File: config.mk
export PLATFORM = sky130hd
export DESIGN_NAME = isvl_core
export DESIGN_NICKNAME = d
export VERILOG_FILES = /design/src/logic/isvl_pkg.sv /design/src/logic/isvl_core.sv
export SDC_FILE = /design/constraint.sdc
export NUM_CORES = 1
export LEC_CHECK = 0
export BUFFER_PORTS_ARGS = -buffer_cell sky130_fd_sc_hd__buf_2
export CORE_AREA = 2 2 295 297
export DETAILED_ROUTE_END_ITERATION = 10
export DIE_AREA = 0 0 297 299
export PLACE_DENSITY_LB_ADDON = 0.1
export SYNTH_ARGS = -nofsm -noshare
export SYNTH_HDL_FRONTEND = slang
export SYNTH_SLANG_ARGS = --single-unit
export TNS_END_PERCENT = 5
File: constraint.sdc
create_clock -name core_clk -period 138 [get_ports core_clk]
set_input_delay 27.6 -clock core_clk [delete_from_list [all_inputs] [get_ports core_clk]]
set_output_delay 27.6 -clock core_clk [all_outputs]
set_load 0.01 [all_outputs]
File: src/logic/isvl_pkg.sv
// constants, carrier types and vector layout of the interrupt source and vector logic
// Function
// - external pin falling edge raises non-maskable request
// - watchdog underflow raises special request
// - main clock loss raises special request
// - supply threshold crossing either way raises request
// - enabled channel 0-7 traps before target instruction
// - match fires only on instruction first address
// - peripherals share vectors 8 to 43
// - fast entry five cycles, return three cycles
// - select bit makes level 7 fast
// - fast entry saves flags and pc, jumps
// - fast return restores flags and pc
// - fast mode blocks DMA channels 2 and 3
// - vectors are four-byte routine start addresses
// - fixed vector table layout from FFFFDCh
// - break top byte FFh uses relocatable zero
// - relocatable vector at base plus four n
// - relocatable numbers 8 to 25 mapping
// - relocatable numbers 26 to 63 mapping
// - break and traps ignore global enable
// - vectors 40/41 chosen by select bits
// - two-wire mode maps NACK, ACK, start/stop
// - maskable accept: enable, flag, level above current
// - special acknowledgement sets current level seven
package isvl_pkg;
	localparam int          ADDR_W         = 24;
	localparam int          FLAG_W         = 16;
	localparam int          NUM_MATCH      = 8;
	localparam logic [23:0] FIX_UNDEF      = 24'hffffdc;
	localparam logic [23:0] FIX_OVERFLOW   = 24'hffffe0;
	localparam logic [23:0] FIX_BREAK      = 24'hffffe4;
	localparam logic [23:0] FIX_BREAK_TOP  = 24'hffffe7;
	localparam logic [23:0] FIX_ADDR_MATCH = 24'hffffe8;
	localparam logic [23:0] FIX_SPECIAL    = 24'hfffff0;
	localparam logic [23:0] FIX_EXT_NMI    = 24'hfffff8;
	localparam logic [7:0]  BRK_UNSET      = 8'hff;
	localparam logic [5:0]  VEC_PERI_FIRST = 6'h08;
	localparam logic [5:0]  VEC_PERI_LAST  = 6'h2b;
	localparam logic [5:0]  VEC_CONFLICT2  = 6'h27;
	localparam logic [5:0]  VEC_CONFLICT03 = 6'h28;
	localparam logic [5:0]  VEC_CONFLICT14 = 6'h29;
	localparam logic [2:0]  LEVEL_OFF      = 3'h0;
	localparam logic [2:0]  LEVEL_TOP      = 3'h7;
	localparam logic [2:0]  FAST_ENTRY_CYC = 3'h5;
	localparam logic [2:0]  FAST_RETURN_CYC = 3'h3;
	localparam logic [1:0]  PRIME_DONE     = 2'h3;
	localparam logic [1:0]  CAUSE_WDT      = 2'h0;
	localparam logic [1:0]  CAUSE_OSC      = 2'h1;
	localparam logic [1:0]  CAUSE_SUPPLY   = 2'h2;

	typedef enum logic [2:0] {ST_IDLE, ST_BRKCHK, ST_FETCH, ST_FAST_IN, ST_FAST_OUT} isvl_state_t;
	typedef enum logic [2:0] {TRAP_NONE, TRAP_UNDEF, TRAP_OVERFLOW, TRAP_BREAK, TRAP_INT}
		isvl_trap_t;

	// serial units 0..4 event lines, bit u belongs to unit u
	typedef struct packed {
		logic [4:0] txDone;
		logic [4:0] rxDone;
		logic [4:0] nack;
		logic [4:0] ack;
		logic [4:0] busConflict;
		logic [4:0] startStop;
		logic [4:0] twoWireMode;
	} isvl_serial_t;

	typedef struct packed {
		logic [1:0]        pinSync;
		logic              pinPrev;
		logic [1:0]        supSync;
		logic              supPrev;
		logic [1:0]        primeCnt;
		logic              nmiPend;
		logic              wdtPend;
		logic              oscPend;
		logic              supPend;
		logic [63:0]       reqFlag;
		isvl_state_t       state;
		logic [2:0]        cnt;
		logic [1:0]        byteIdx;
		logic              memRd;
		logic [23:0]       memAddr;
		logic [23:0]       target;
		logic              iplLoad;
		logic [2:0]        current_priority_level;
		logic              entryDone;
		logic              entryFast;
		logic              entryIplLoad;
		logic [2:0]        entryIpl;
		logic [1:0]        specialCause;
		logic              returnDone;
		logic [FLAG_W-1:0] savedFlags;
		logic [23:0]       savedPc;
		logic              dma23Off;
	} isvl_regs_t;

	localparam isvl_regs_t REGS_RESET = '0;
endpackage

File: src/logic/isvl_core.sv
// interrupt source capture, arbitration and vector selection beside the cpu core
`timescale 1ns/1ps
module isvl_core (
	// clock and reset
	input  wire logic                           core_clk,
	input  wire logic                           rstn,
	// pins and special sources
	input  wire logic                           extNmiPinN,
	input  wire logic                           supplyAboveThreshold,
	input  wire logic                           watchdogUnderflow,
	input  wire logic                           mainClockLost,
	// peripheral sources and their control bits
	input  wire logic [63:0]                    periEvent,
	input  wire isvl_pkg::isvl_serial_t         serialEvent,
	input  wire logic [43:8][2:0]               sourcePriorityLevel,
	input  wire logic [63:0]                    requestFlagClear,
	input  wire logic                           serial03VectorSelect,
	input  wire logic                           serial14VectorSelect,
	input  wire logic                           fastIrqSelect,
	input  wire logic [23:0]                    vectorBase,
	input  wire logic [23:0]                    fastVector,
	input  wire logic [7:0]                     addrMatchEnableReg,
	input  wire logic [7:0][23:0]               addrMatchTarget,
	// cpu core side
	input  wire logic                           instrBoundary,
	input  wire logic [23:0]                    nextPc,
	input  wire isvl_pkg::isvl_trap_t           trapKind,
	input  wire logic [5:0]                     trapNum,
	input  wire logic                           globalEnable,
	input  wire logic [2:0]                     currentPriorityLevel,
	input  wire logic [isvl_pkg::FLAG_W-1:0]    flagIn,
	input  wire logic                           fastReturnInstr,
	// vector byte fetch
	output logic                                memRdReq,
	output logic [23:0]                         memAddr,
	input  wire logic [7:0]                     memRdata,
	input  wire logic                           memRdAck,
	// results
	output logic                                busy,
	output logic                                entryDone,
	output logic [23:0]                         entryTarget,
	output logic                                entryFast,
	output logic                                entryIplLoad,
	output logic [2:0]                          entryIpl,
	output logic [1:0]                          specialCause,
	output logic                                returnDone,
	output logic [isvl_pkg::FLAG_W-1:0]         savedFlags,
	output logic [23:0]                         savedPc,
	output logic [63:0]                         requestFlag,
	output logic                                dma23Disable
);
	isvl_pkg::isvl_regs_t r;
	isvl_pkg::isvl_regs_t rNext;

	// maps raw source lines onto relocatable numbers; reserved numbers stay low
	function automatic logic [63:0] mapEvents(input logic [63:0] pe,
		input isvl_pkg::isvl_serial_t s, input logic sel03, input logic sel14);
		logic [63:0] v;
		logic [4:0]  tx;
		logic [4:0]  rx;
		logic [4:0]  cf;
		v  = '0;
		tx = (s.twoWireMode & s.nack) | (~s.twoWireMode & s.txDone);
		rx = (s.twoWireMode & s.ack) | (~s.twoWireMode & s.rxDone);
		cf = (s.twoWireMode & s.startStop) | (~s.twoWireMode & s.busConflict);
		v[16:8]  = pe[16:8];
		v[17]    = tx[0];
		v[18]    = rx[0];
		v[19]    = tx[1];
		v[20]    = rx[1];
		v[32:21] = pe[32:21];
		v[33]    = tx[2];
		v[34]    = rx[2];
		v[35]    = tx[3];
		v[36]    = rx[3];
		v[37]    = tx[4];
		v[38]    = rx[4];
		v[39]    = cf[2];
		v[40]    = sel03 ? cf[3] : cf[0];
		v[41]    = sel14 ? cf[4] : cf[1];
		v[43:42] = pe[43:42];
		return v;
	endfunction

	logic [63:0] evVec;
	logic        nmiEdge;
	logic        supEdge;
	logic [7:0]  matchVec;
	logic        matchHit;
	logic        periWin;
	logic [5:0]  periNum;
	logic [2:0]  periLvl;
	logic        hwSlot;

	assign evVec    = mapEvents(periEvent, serialEvent, serial03VectorSelect, serial14VectorSelect);
	assign nmiEdge  = r.pinPrev & ~r.pinSync[1] & (r.primeCnt == isvl_pkg::PRIME_DONE);
	assign supEdge  = (r.supPrev ^ r.supSync[1]) & (r.primeCnt == isvl_pkg::PRIME_DONE);
	assign hwSlot   = instrBoundary && trapKind == isvl_pkg::TRAP_NONE;

	// comparators only see the first byte address of the next instruction
	genvar g;
	generate
		for (g = 0; g < isvl_pkg::NUM_MATCH; g++)
		begin : gMatch
			assign matchVec[g] = addrMatchEnableReg[g] && addrMatchTarget[g] == nextPc;
		end
	endgenerate
	assign matchHit = |matchVec;

	// highest level wins, lower number wins a tie
	always_comb
	begin
		periWin = 1'b0;
		periNum = isvl_pkg::VEC_PERI_FIRST;
		periLvl = isvl_pkg::LEVEL_OFF;
		for (int n = 8; n <= 43; n++)
		begin
			if (r.reqFlag[n] && sourcePriorityLevel[n] != isvl_pkg::LEVEL_OFF
				&& sourcePriorityLevel[n] > currentPriorityLevel
				&& (!periWin || sourcePriorityLevel[n] > periLvl))
			begin
				periWin = globalEnable;
				periNum = 6'(n);
				periLvl = sourcePriorityLevel[n];
			end
		end
	end

	always_comb
	begin
		rNext            = r;
		rNext.entryDone  = 1'b0;
		rNext.returnDone = 1'b0;
		rNext.pinSync    = {r.pinSync[0], extNmiPinN};
		rNext.pinPrev    = r.pinSync[1];
		rNext.supSync    = {r.supSync[0], supplyAboveThreshold};
		rNext.supPrev    = r.supSync[1];
		if (r.primeCnt != isvl_pkg::PRIME_DONE)
			rNext.primeCnt = r.primeCnt + 2'h1;
		rNext.dma23Off   = fastIrqSelect;

		// acknowledgement clears a flag; a new event in the same cycle wins
		rNext.reqFlag    = r.reqFlag & ~requestFlagClear;
		if (r.state == isvl_pkg::ST_IDLE && (instrBoundary || trapKind != isvl_pkg::TRAP_NONE))
		begin
			if (trapKind != isvl_pkg::TRAP_NONE)
			begin
				// instruction traps ignore the global enable and keep the level
				rNext.iplLoad = 1'b0;
				rNext.state   = isvl_pkg::ST_FETCH;
				rNext.memRd   = 1'b1;
				rNext.byteIdx = 2'h0;
				case (trapKind)
					isvl_pkg::TRAP_UNDEF:    rNext.memAddr = isvl_pkg::FIX_UNDEF;
					isvl_pkg::TRAP_OVERFLOW: rNext.memAddr = isvl_pkg::FIX_OVERFLOW;
					isvl_pkg::TRAP_BREAK:
					begin
						rNext.state   = isvl_pkg::ST_BRKCHK;
						rNext.memAddr = isvl_pkg::FIX_BREAK_TOP;
					end
					// software numbers 8..43 land on the peripheral entries
					default: rNext.memAddr = vectorBase + {16'h0000, trapNum, 2'b00};
				endcase
			end
			else if (r.nmiPend)
			begin
				rNext.nmiPend = nmiEdge;
				rNext.iplLoad = 1'b1;
				rNext.current_priority_level     = isvl_pkg::LEVEL_TOP;
				rNext.state   = isvl_pkg::ST_FETCH;
				rNext.memRd   = 1'b1;
				rNext.byteIdx = 2'h0;
				rNext.memAddr = isvl_pkg::FIX_EXT_NMI;
			end
			else if (r.wdtPend || r.oscPend || r.supPend)
			begin
				if (r.wdtPend)
				begin
					rNext.wdtPend      = watchdogUnderflow;
					rNext.specialCause = isvl_pkg::CAUSE_WDT;
				end
				else if (r.oscPend)
				begin
					rNext.oscPend      = mainClockLost;
					rNext.specialCause = isvl_pkg::CAUSE_OSC;
				end
				else
				begin
					rNext.supPend      = supEdge;
					rNext.specialCause = isvl_pkg::CAUSE_SUPPLY;
				end
				rNext.iplLoad = 1'b1;
				rNext.current_priority_level     = isvl_pkg::LEVEL_TOP;
				rNext.state   = isvl_pkg::ST_FETCH;
				rNext.memRd   = 1'b1;
				rNext.byteIdx = 2'h0;
				rNext.memAddr = isvl_pkg::FIX_SPECIAL;
			end
			else if (matchHit)
			begin
				rNext.iplLoad = 1'b0;
				rNext.state   = isvl_pkg::ST_FETCH;
				rNext.memRd   = 1'b1;
				rNext.byteIdx = 2'h0;
				rNext.memAddr = isvl_pkg::FIX_ADDR_MATCH;
			end
			else if (periWin && hwSlot)
			begin
				rNext.reqFlag[periNum] = 1'b0;
				rNext.iplLoad          = 1'b1;
				rNext.current_priority_level              = periLvl;
				if (fastIrqSelect && periLvl == isvl_pkg::LEVEL_TOP)
				begin
					rNext.savedFlags = flagIn;
					rNext.savedPc    = nextPc;
					rNext.target     = fastVector;
					rNext.state      = isvl_pkg::ST_FAST_IN;
					rNext.cnt        = 3'h1;
				end
				else
				begin
					rNext.state   = isvl_pkg::ST_FETCH;
					rNext.memRd   = 1'b1;
					rNext.byteIdx = 2'h0;
					rNext.memAddr = vectorBase + {16'h0000, periNum, 2'b00};
				end
			end
			else if (fastReturnInstr && instrBoundary)
			begin
				rNext.state = isvl_pkg::ST_FAST_OUT;
				rNext.cnt   = 3'h1;
			end
		end
		else
		begin
			case (r.state)
				isvl_pkg::ST_IDLE: ;
				isvl_pkg::ST_BRKCHK:
					if (memRdAck)
					begin
						rNext.byteIdx = 2'h0;
						rNext.state   = isvl_pkg::ST_FETCH;
						if (memRdata == isvl_pkg::BRK_UNSET)
							rNext.memAddr = vectorBase;
						else
							rNext.memAddr = isvl_pkg::FIX_BREAK;
					end
				isvl_pkg::ST_FETCH:
					if (memRdAck)
					begin
						// lowest address carries the least significant byte
						rNext.target = {memRdata, r.target[23:8]};
						if (r.byteIdx == 2'h3)
						begin
							rNext.target       = r.target;
							rNext.memRd        = 1'b0;
							rNext.state        = isvl_pkg::ST_IDLE;
							rNext.entryDone    = 1'b1;
							rNext.entryFast    = 1'b0;
							rNext.entryIplLoad = r.iplLoad;
							rNext.entryIpl     = r.current_priority_level;
						end
						else
						begin
							rNext.byteIdx = r.byteIdx + 2'h1;
							rNext.memAddr = r.memAddr + 24'h000001;
						end
					end
				isvl_pkg::ST_FAST_IN:
				begin
					rNext.cnt = r.cnt + 3'h1;
					if (r.cnt == isvl_pkg::FAST_ENTRY_CYC - 3'h1)
					begin
						rNext.state        = isvl_pkg::ST_IDLE;
						rNext.entryDone    = 1'b1;
						rNext.entryFast    = 1'b1;
						rNext.entryIplLoad = 1'b1;
						rNext.entryIpl     = r.current_priority_level;
					end
				end
				isvl_pkg::ST_FAST_OUT:
				begin
					rNext.cnt = r.cnt + 3'h1;
					if (r.cnt == isvl_pkg::FAST_RETURN_CYC - 3'h1)
					begin
						rNext.state      = isvl_pkg::ST_IDLE;
						rNext.returnDone = 1'b1;
					end
				end
				default: rNext.state = isvl_pkg::ST_IDLE;
			endcase
		end
		// source capture: set wins over the acknowledgement clear above
		rNext.reqFlag = rNext.reqFlag | evVec;
		if (nmiEdge)
			rNext.nmiPend = 1'b1;
		if (watchdogUnderflow)
			rNext.wdtPend = 1'b1;
		if (mainClockLost)
			rNext.oscPend = 1'b1;
		if (supEdge)
			rNext.supPend = 1'b1;
	end

	always_ff @(posedge core_clk or negedge rstn)
	begin
		if (!rstn)
			r <= isvl_pkg::REGS_RESET;
		else
			r <= rNext;
	end

	assign memRdReq     = r.memRd;
	assign memAddr      = r.memAddr;
	assign busy         = r.state != isvl_pkg::ST_IDLE;
	assign entryDone    = r.entryDone;
	assign entryTarget  = r.target;
	assign entryFast    = r.entryFast;
	assign entryIplLoad = r.entryIplLoad;
	assign entryIpl     = r.entryIpl;
	assign specialCause = r.specialCause;
	assign returnDone   = r.returnDone;
	assign savedFlags   = r.savedFlags;
	assign savedPc      = r.savedPc;
	assign requestFlag  = r.reqFlag;
	assign dma23Disable = r.dma23Off;
endmodule

Word-level counts from Yosys, hierarchy flattened. Cells that the tools add are included.

Register bits after elaboration: 187. Bits of input ports: 592. Output and inout bits: 164. Word-level logic and storage cells: 638.

Add/subtract/negate cells: 6. $lt $le $gt $ge: 73. Equal/unequal tests: 55. Mux-type cells: 187. Bitwise logic cells: 25. Reductions and logical operators: 265.

Operator list (number): $mux 24 (10); $mux 6 (40); $gt 3x3->1 (71); $eq 24x24->1 (8); $mux 64 (3); $mux 3 (53); $mux 68 (2); $mux 27 (5); $and 64x64->64 (2); $not 64->64 (2); $logic_and 1x1->1 (121); $reduce_bool 3->1 (40); $pmux 24 s3 (1); $mux 67 (1); $or 64x44->64 (1); $mux 57 (1); $mux 1 (56); $mux 55 (1); $mux 51 (1); $add 24x8->24 (2); $pmux 24 s2 (1); $logic_or 1x1->1 (38); $logic_not 1->1 (35); $ne 2x2->1 const B (16); other kinds (40) (100).

Logic depth before layout (Yosys ltp). Gate-level depths: netlist of run 1.

Depth in word-level cells: 157. Gate-level depth with buffers: 273. Gate-level depth less buffers: 271.

Worst setup path before layout of run 1. No wires, ideal clock.

Path type: input to register. Start point: input port currentPriorityLevel[2]. End point: register r (netlist bit memAddr[21]). Setup time: 0.087 ns. Data arrival time: 78.307 ns. Data required time: 137.913 ns. Slack: 59.606 ns. Cell stages on the path: 261. Buffers on the path: 2. Cells stage by stage: inv_1 -> ha_1 -> and3_4 -> a211oi_2 -> o31ai_2 -> nor2_1 -> ha_1 -> inv_1 -> a211oi_1 -> o21ai_1 -> o21ai_1 -> mux2_2 -> ha_1 -> or2_2 -> maj3_1 -> o32a_2 -> o21a_2 -> maj3_1 -> [... 225 more ...] -> o21ai_0 -> nand3_1 -> nand2_1 -> clkbuf_1 -> o2111ai_1 -> nand2b_1 -> ha_1 -> inv_1 -> o21bai_1 -> a21oi_1 -> nor2b_1 -> o21ai_0 -> nor2_1 -> a22oi_1 -> nor3_1 -> a31oi_1 -> nand2_1 -> a211oi_2.

Longest elaborated chain between the ends: 151. Elaborated cells between the ends (all ways): 333. Classes of those cells: add/sub (1); order compare (71); eq/ne (3); mux (114); reduce/logical (144).

RTL lines: start: declaration (line isvl_core.sv:30) `input wire logic [2:0] currentPriorityLevel,`; $gt 3x3->1 (line isvl_core.sv:119) `&& sourcePriorityLevel[n] > currentPriorityLevel`; $logic_and 1x1->1 (line isvl_core.sv:119); $mux 3 / $mux 1 (equally long branches) (line isvl_core.sv:118) `if (r.reqFlag[n] && sourcePriorityLevel[n] != isvl_pkg::LEVEL_OFF`; $gt 3x3->1 / $logic_not 1->1 (equally long branches) (line isvl_core.sv:120) `&& (!periWin || sourcePriorityLevel[n] > periLvl))`; $logic_or 1x1->1 (line isvl_core.sv:120); $logic_and 1x1->1 (line isvl_core.sv:120); $mux 3 / $mux 1 (equally long branches) (line isvl_core.sv:118); $gt 3x3->1 / $logic_not 1->1 (equally long branches) (line isvl_core.sv:120); [... 135 more ...]; $add 24x8->24 (line isvl_core.sv:225) `rNext.memAddr = vectorBase + {16'h0000, periNum, 2'b00};`; $mux 27 (line isvl_core.sv:212) `if (fastIrqSelect && periLvl == isvl_pkg::LEVEL_TOP)`; $mux 55 (line isvl_core.sv:207) `else if (periWin && hwSlot)`; $mux 27 (line isvl_core.sv:199) `else if (matchHit)`; $mux 27 (line isvl_core.sv:175) `else if (r.wdtPend || r.oscPend || r.supPend)`; $mux 27 (line isvl_core.sv:165) `else if (r.nmiPend)`; $mux 27 (line isvl_core.sv:146) `if (trapKind != isvl_pkg::TRAP_NONE)`; $mux 57 (line isvl_core.sv:144) `if (r.state == isvl_pkg::ST_IDLE && (instrBoundary || trapKind != isvl_pkg::TRAP_NONE))`; end signal: assignment (line isvl_core.sv:308) `r <= isvl_pkg::REGS_RESET;`; end signal: assignment (line isvl_core.sv:310) `r <= rNext;`; end: declaration (line isvl_core.sv:52) `isvl_pkg::isvl_regs_t r;`.

Several ways; a longest one is shown, not always the timed one. The select of a mux whose other input is x is not followed. A chain may end at the register's enable or synchronous reset.

Worst setup path in the final report of run 1. Same ends and word-level chain as after synthesis.

==> results of run 1 <==
[power by group]
group	switching [mW]	internal, mW	leakage (nW)
combinational	0.127	0.0840	10.0
sequential	0.0121	0.0642	2.23
clock	0.0296	0.0253	0.308
[final cells by class]
type	instances	area (um^2)	share of cell area [%]
multi-input combinational	2289	16300	59.4
clock inverter	15	219	0.800
sequential	187	4680	17.1
antenna	8	20.0	0.0732
timing repair buffer	741	3790	13.8
tap	1155	1450	5.28
clock buffer	17	425	1.55
inverter	141	529	1.93
[registers in the layout (all words and copies together), names as in the netlist, 2 cells and up]
signal and count:
requestFlag 64, entryTarget 24, savedPc 24, entryIpl 3
r 24, specialCause 2, savedFlags 16, memAddr 24
[synthesized netlist by cell type (all sizes together), types with 50 or more instances]
cell and n:
a21o 50, a21oi 157, and3 52, buf 177
clkbuf 78, dfrtp 187, ha 165, inv 141
mux2 82, nand2 218, nand3 119, nor2 134
nor2b 93, o21ai 202, xnor2 105, xor2 120
[stage by stage]
step	utilization [%]	cell area [um^2]
floorplan	-	23000
global placement	31.1	26700
detailed placement	31.1	26700
CTS	31.8	27300
global route	31.8	27300
finish	31.8	27400
[layer usage]
metal | routed length (um) | share of wire, % | vias up | GRT usage (%)
met5 | 277 | 0.27 | - | 0
met4 | 1420 | 1.4 | 42 | 4.55
met3 | 6010 | 5.9 | 98 | 5.06
met2 | 46100 | 45 | 614 | 35.3
met1 | 48700 | 48 | 11300 | 30.8
li1 | - | - | 11500 | -
[worst max-delay path: cells and delay by family]
| kind | cells | cell delay [ps] |
|---|---|---|
| AND/OR/NAND/NOR | 81 | 13540 |
| buffers and inverters | 8 | 840 |
| multiplexers | 23 | 8670 |
| AO/OA/AOI/OAI | 99 | 22380 |
| adder cells (fa/ha/maj) | 49 | 14080 |
[final timing paths]
path                                         to  slack (ps)  depth (start not counted)
worst max register to register      memAddr[21]       78880                        256
min in group asynchronous       requestFlag[54]       27110                          1
max in group asynchronous            savedPc[0]      109510                          2
worst min-delay path                     r[183]         370                          0
worst max-delay path                memAddr[21]       51310                        260
worst min register to register           r[183]         370                          0
[cell families (layout without fill, tap and decap cells)]
logic type / after synthesis / in the layout / synth area share (%)
XOR/XNOR: 225 / 225 / 8.56
adder cells (fa/ha/maj): 181 / 181 / 9.75
AND/OR/NAND/NOR: 896 / 896 / 20.1
multiplexers: 127 / 127 / 5.99
AO/OA/AOI/OAI: 860 / 860 / 26.1
flip-flops: 187 / 187 / 20.3
buffers and inverters: 396 / 914 / 9.21
other: 0 / 8 / 0
==> results.md, run 1 <==
* FMAX at 11.5 MHz
* H-tree depth at 4
* Die area at 88800 um^2
* CORE AREA at 85900 um^2
* CTS resizes at 0
* Slew headroom at 21.0%
* Max-cap viol count at 0
* Worst Path Class, Setup: input pin to register
* DRC violations left at 0
* GP Congestion at 0.921
* Setup TNS at 0 ps
* Warnings, synthesis at 0
* Cell count after synthesis at 2872
* Initial cell density of the core at 26.8%
* CP endpoint kind: register
* LEAKAGE at 12.5 nW
* Hold_ws at 368 ps
* Worst endpoint required time at 138450 ps
* Grt ovf at 0
* Power Dens Cells at 12.5 nW/um^2
* CP arrival at 87140 ps
* Period utilisation layout at 62.8%
* Initial antenna violation count at 29
* Final ANT Viol Nets at 0
* Startpoint types: input pin
* Tightest Pin Transition at 1180 ps
* Cts bufs inserted at 17
* Clk Latency, worst-skew pair at 520 ps
* Synthesized Nets at 3631
* Clock Skew at 27.0 ps
* Die H at 299 um
* Post-synthesis register bit count at 187
* Critical Path Slowest Stage Cell: nor3_2
* Fraction of layout instances using a drive strength above 1 at 26.4%
* Post-DR vias/cell at 5.17
* Root Buffer Master: clkbuf_16
* Hpwl dp at 82800 um
* # rows at 108
* Area contributors post-synth: dfrtp_1 20%, ha_1 9.0%, buf_4 5.3%
* Pre-CTS worst setup slack at 51200 ps
* Slew Viols, Final at 0
* Maximum vdd ir drop at 0.00000983 V
* Final setup vio count at 0
* Nets at 4136
* # Post-CTS Setup Buffers at 0
* Die width at 297 um
* Min cycle time layout at 86690 ps
* Area Overhead vs Synth at 18.9%
* Post-synth EDFFs at 0
* Worst r2r src: requestFlag[8]
* Cts hold-fix bufs at 0
* Final wirelength at 103000 um
* Cell Area, Synth at 23000 um^2
* Asr flop ratio synth at 100%
* First-pass GRT wire length at 151000 um
* Synth Flop Type: dfrtp_1
* Worst setup path startpoint: currentPriorityLevel[2]
* Largest area contributor in the netlist: dfrtp_1
* Max Root-Sink Buffers at 2
* Hold Startpoint: r[182]
* Total global-route track usage at 22.2%
* Largest net degree at the start of global routing at 88
* Critical Path Max Stage Delay at 640 ps
* Fin worst setup slack at 51310 ps
* Vias in the first global route at 23000
* Number of I/O pins at 756
* DR iter-0 viols at 1574
* Fin cells at 4553
* DR pass1 iterations at 5
* Synth unique cells at 108
* RSZ-0062 raised after global routing: false
* Cells after DPL at 4513
* Fillers at 9466
* Commonest non-fill, non-tap cell in the layout: buf_2
* Port Buffer Count at 714
* Hold Crit Class: register to register
* CTS tree: yes
* Status: completed
* Final Power at 342 uW
* Most frequent cells in the layout: 713 x buf_2, 218 x nand2_1, 187 x dfrtp_1
* Routed WL per cell at 22.5 um
* Top-area cell type share of the netlist area at 20.3%
* Seq/Total Area, Yosys at 20.3%
* Hold Fails Final Rpt at 0
* Max FO, Critical Path at 17
* Register clock-pin slew on the reported worst setup and hold paths at 100 ps
* Syn avg cell area at 8.01 um^2
* Clock sink count at 187
* Via count at 23500
Power figures use the tool's default switching activity.
==> run 2: changes to the inputs <==
- ABC_AREA: unset -> 1
- CORE_AREA: 2 2 295 297 -> 2 2 296 298
- DIE_AREA: 0 0 297 299 -> 0 0 298 300
- clock period: 138 -> 84.4 ns (I/O delays scaled with it)
==> run 2 against run 1 <==
Clock power increased by 67%; total power increased by 52%; first-iteration DRC count decreased by 10%; hold slack got worse by 15 ps; die area increased by 0.67%; non-clock buffer count decreased by 13; clock skew decreased by 0.93 ps; final cell count increased by 8.8%; sequential power increased by 57%; critical path type unchanged; wire length decreased by 4.8%.
==> results.md, run 2 <==
* CP endpoint kind: register
* Warnings, synthesis at 0 (unchanged)
* Max Root-Sink Buffers at 2 (unchanged)
* P_int at 260 uW (+50%)
* Via count at 23300 (-1.0%)
* Tightest Pin Transition at 1150 ps (-31.6 ps)
* P_sw at 259 uW (+54%)
* Post-synthesis register bit count at 187 (unchanged)
* Asr flop ratio synth at 100% (unchanged)
* # rows at 108 (unchanged)
* H-tree depth at 4 (unchanged)
* CTS resizes at 0 (unchanged)
* Hold Fails Final Rpt at 0 (unchanged)
* Cell count after synthesis at 3247 (+13%)
* Die H at 300 um (+0.33%)
* Switch share at 49.9% (+0.63 points)
* Max reg flops at 64 (unchanged)
* Largest net degree at the start of global routing at 83 (-5.7%)
* Maximum vdd ir drop at 0.0000168 V (+71%)
* RSZ-0062 raised after global routing: false
* Clock power share at 17.7% (+1.6 points)
* CORE AREA at 86200 um^2 (+0.31%)
* Vias in the first global route at 22800 (-0.73%)
* Max FO, Critical Path at 9 (-8)
* Post-DR vias/cell at 4.70 (-9.0%)
* Slew Viols, Final at 0 (unchanged)
* Most frequent cells in the layout: 713 x buf_2, 712 x nand2_1, 387 x inv_1
* Total global-route track usage at 21.3% (-0.92 points)
* Clk Latency, worst-skew pair at 520 ps (about the same)
* Nets at 4536 (+9.7%)
* Final ANT Viol Nets at 0 (unchanged)
* Clock sink count at 187 (unchanged)
* Initial antenna violation count at 16 (-45%)
* Commonest non-fill, non-tap cell in the layout: buf_2
* Top-area cell type share of the netlist area at 21.0% (+0.65 points)
* Final setup vio count at 0 (unchanged)
* Clock Skew at 26.1 ps (-0.934 ps)
* Final wirelength at 97600 um (-4.8%)
* Fin cells at 4955 (+8.8%)
* Startpoint types: input pin
* DR iter-0 viols at 1416 (-10%)
* Port Buffer Count at 714 (unchanged)
* Die width at 298 um (+0.34%)
* Area Overhead vs Synth at 18.1%
* CTS tree: yes
* Min cycle time layout at 60060 ps
* Gate power share at 59.3% (-2.3 points)
* GP Congestion at 0.937 (+1.7%)
* # Post-CTS Setup Buffers at 0 (unchanged)
* Cts hold-fix bufs at 0 (unchanged)
* Hpwl dp at 81100 um (-2.0%)
* Worst Path Class, Setup: input pin to register
* First-pass GRT wire length at 143000 um (-4.9%)
* Synthesized Nets at 4006 (+10%)
* Hold Crit Class: register to register
* Cts bufs inserted at 17 (unchanged)
* Slew headroom at 22.6% (+1.6 points)
* Top cells by count, synth: 713 x nand2_1, 388 x inv_1, 273 x nand3_1, 243 x nor2_1, 201 x o21ai_0
* Most common cell on crit path: o21ai_0
* Period utilisation layout at 71.2%
* Area contributors post-synth: dfrtp_1 21%, nand2_1 12%, ha_1 9.3%
* Power Dens Cells at 19.7 nW/um^2 (+58%)
* Cells after DPL at 4913 (+8.9%)
* Synth unique cells at 71 (-34%)
* Critical Path Slowest Stage Cell: o21ai_0
* Number of I/O pins at 756 (unchanged)
* Post-synth EDFFs at 0 (unchanged)
* Initial cell density of the core at 25.9% (-0.91 points)
* Synth Flop Type: dfrtp_1
* Fraction of layout instances using a drive strength above 1 at 27.3% (+0.91 points)
* Grt ovf at 0 (unchanged)
* DRC violations left at 0 (unchanged)
* Flop pwr share at 23.0% (+0.7 points)
* Largest area contributor in the netlist: dfrtp_1
* Syn avg cell area at 6.87 um^2 (-14%)
* Worst endpoint required time at 84810 ps (-53640 ps)
* Critical Path Max Stage Delay at 420 ps (-220 ps)
* DR pass1 iterations at 6 (+1)
* Setup TNS at 0 ps (unchanged)
* Routed WL per cell at 19.7 um (-13%)
* Seq/Total Area, Yosys at 21.0% (+0.65 points)
* Root Buffer Master: clkbuf_16
* Register clock-pin slew on the reported worst setup and hold paths at 90 ps (about the same)
* LEAKAGE at 14.1 nW (+12%)
* Die area at 89400 um^2 (+0.67%)
* FMAX at 16.6 MHz
* Max-cap viol count at 0 (unchanged)
* Status: completed
* CP arrival at 60480 ps (-26660 ps)
* Most common cell in the netlist: nand2_1
* Cell Area, Synth at 22300 um^2 (-3.1%)
[run 2: stage by stage]
stage          setup WS [ps]  area [um^2]  utilization (%)  hold WS, ps  total power, mW
5_1_grt                19270        26300             30.6          364            0.572
3_3_place_gp           23040        25700             29.8          334            0.432
3_5_place_dp           23490        25700             29.8          336            0.432
6_report               24340        26300             30.6          353            0.519
4_1_cts                23870        26300             30.5          356            0.528
2_1_floorplan          30360        22300                -          331            0.358
[run 2: path summary, 6_finish.rpt]
check | cells past startpoint | endpoint | start | slack (ps)
worst max register to register | 263 | memAddr[19] | requestFlag[8] | 41060
worst min register to register | 0 | r[183] | r[182] | 350
max in group asynchronous | 3 | requestFlag[20] | rstn | 66000
worst max-delay path | 268 | memAddr[19] | currentPriorityLevel[2] | 24340
worst min-delay path | 0 | r[183] | r[182] | 350
min in group asynchronous | 1 | requestFlag[4] | rstn | 16330
[run 2: routing by layer]
metal	vias up	global-route usage, %	wire length (um)
met5	-	0	38
met2	654	34.0	43600
met1	10800	30.1	47300
met4	6	4.68	1370
met3	73	3.56	5320
li1	11800	-	-
[run 2: cell families after synthesis]
group,share of synthesized area (%)
adders and majority gates,9.44
xor gates and xnor gates,2.79
and+or+nand+nor,33.7
AOI/OAI and AO/OA,15.9
DFF,21.0
muxes,2.00
buffers and inverters,15.3
[run 2: worst max-delay path: cells and delay by family]
kind	cells	cell delay, ps
AO/OA/AOI/OAI	64	16030
adder cells (fa/ha/maj)	37	11140
AND/OR/NAND/NOR	153	14980
buffers and inverters	14	1300
[run 2: layout make-up]
cell class                      count  area (um^2)
Tap cell                         1155         1450
Antenna cell                       10         25.0
Fill cell                        9818        59900
Clock buffer                       17          425
Timing Repair Buffer              728         3690
Multi-Input combinational cell   2408        14200
Clock inverter                     15          210
Inverter                          435         1640
Sequential cell                   187         4680
[run 2: power by group through the flow]
stage / registers, mW / clock network, mW / logic [mW]
floorplan: 0.117 / 0 / 0.241
global placement: 0.121 / 0 / 0.311
CTS: 0.120 / 0.0966 / 0.312
detailed placement: 0.122 / 0 / 0.311
global route: 0.122 / 0.0988 / 0.350
finish: 0.120 / 0.0918 / 0.308
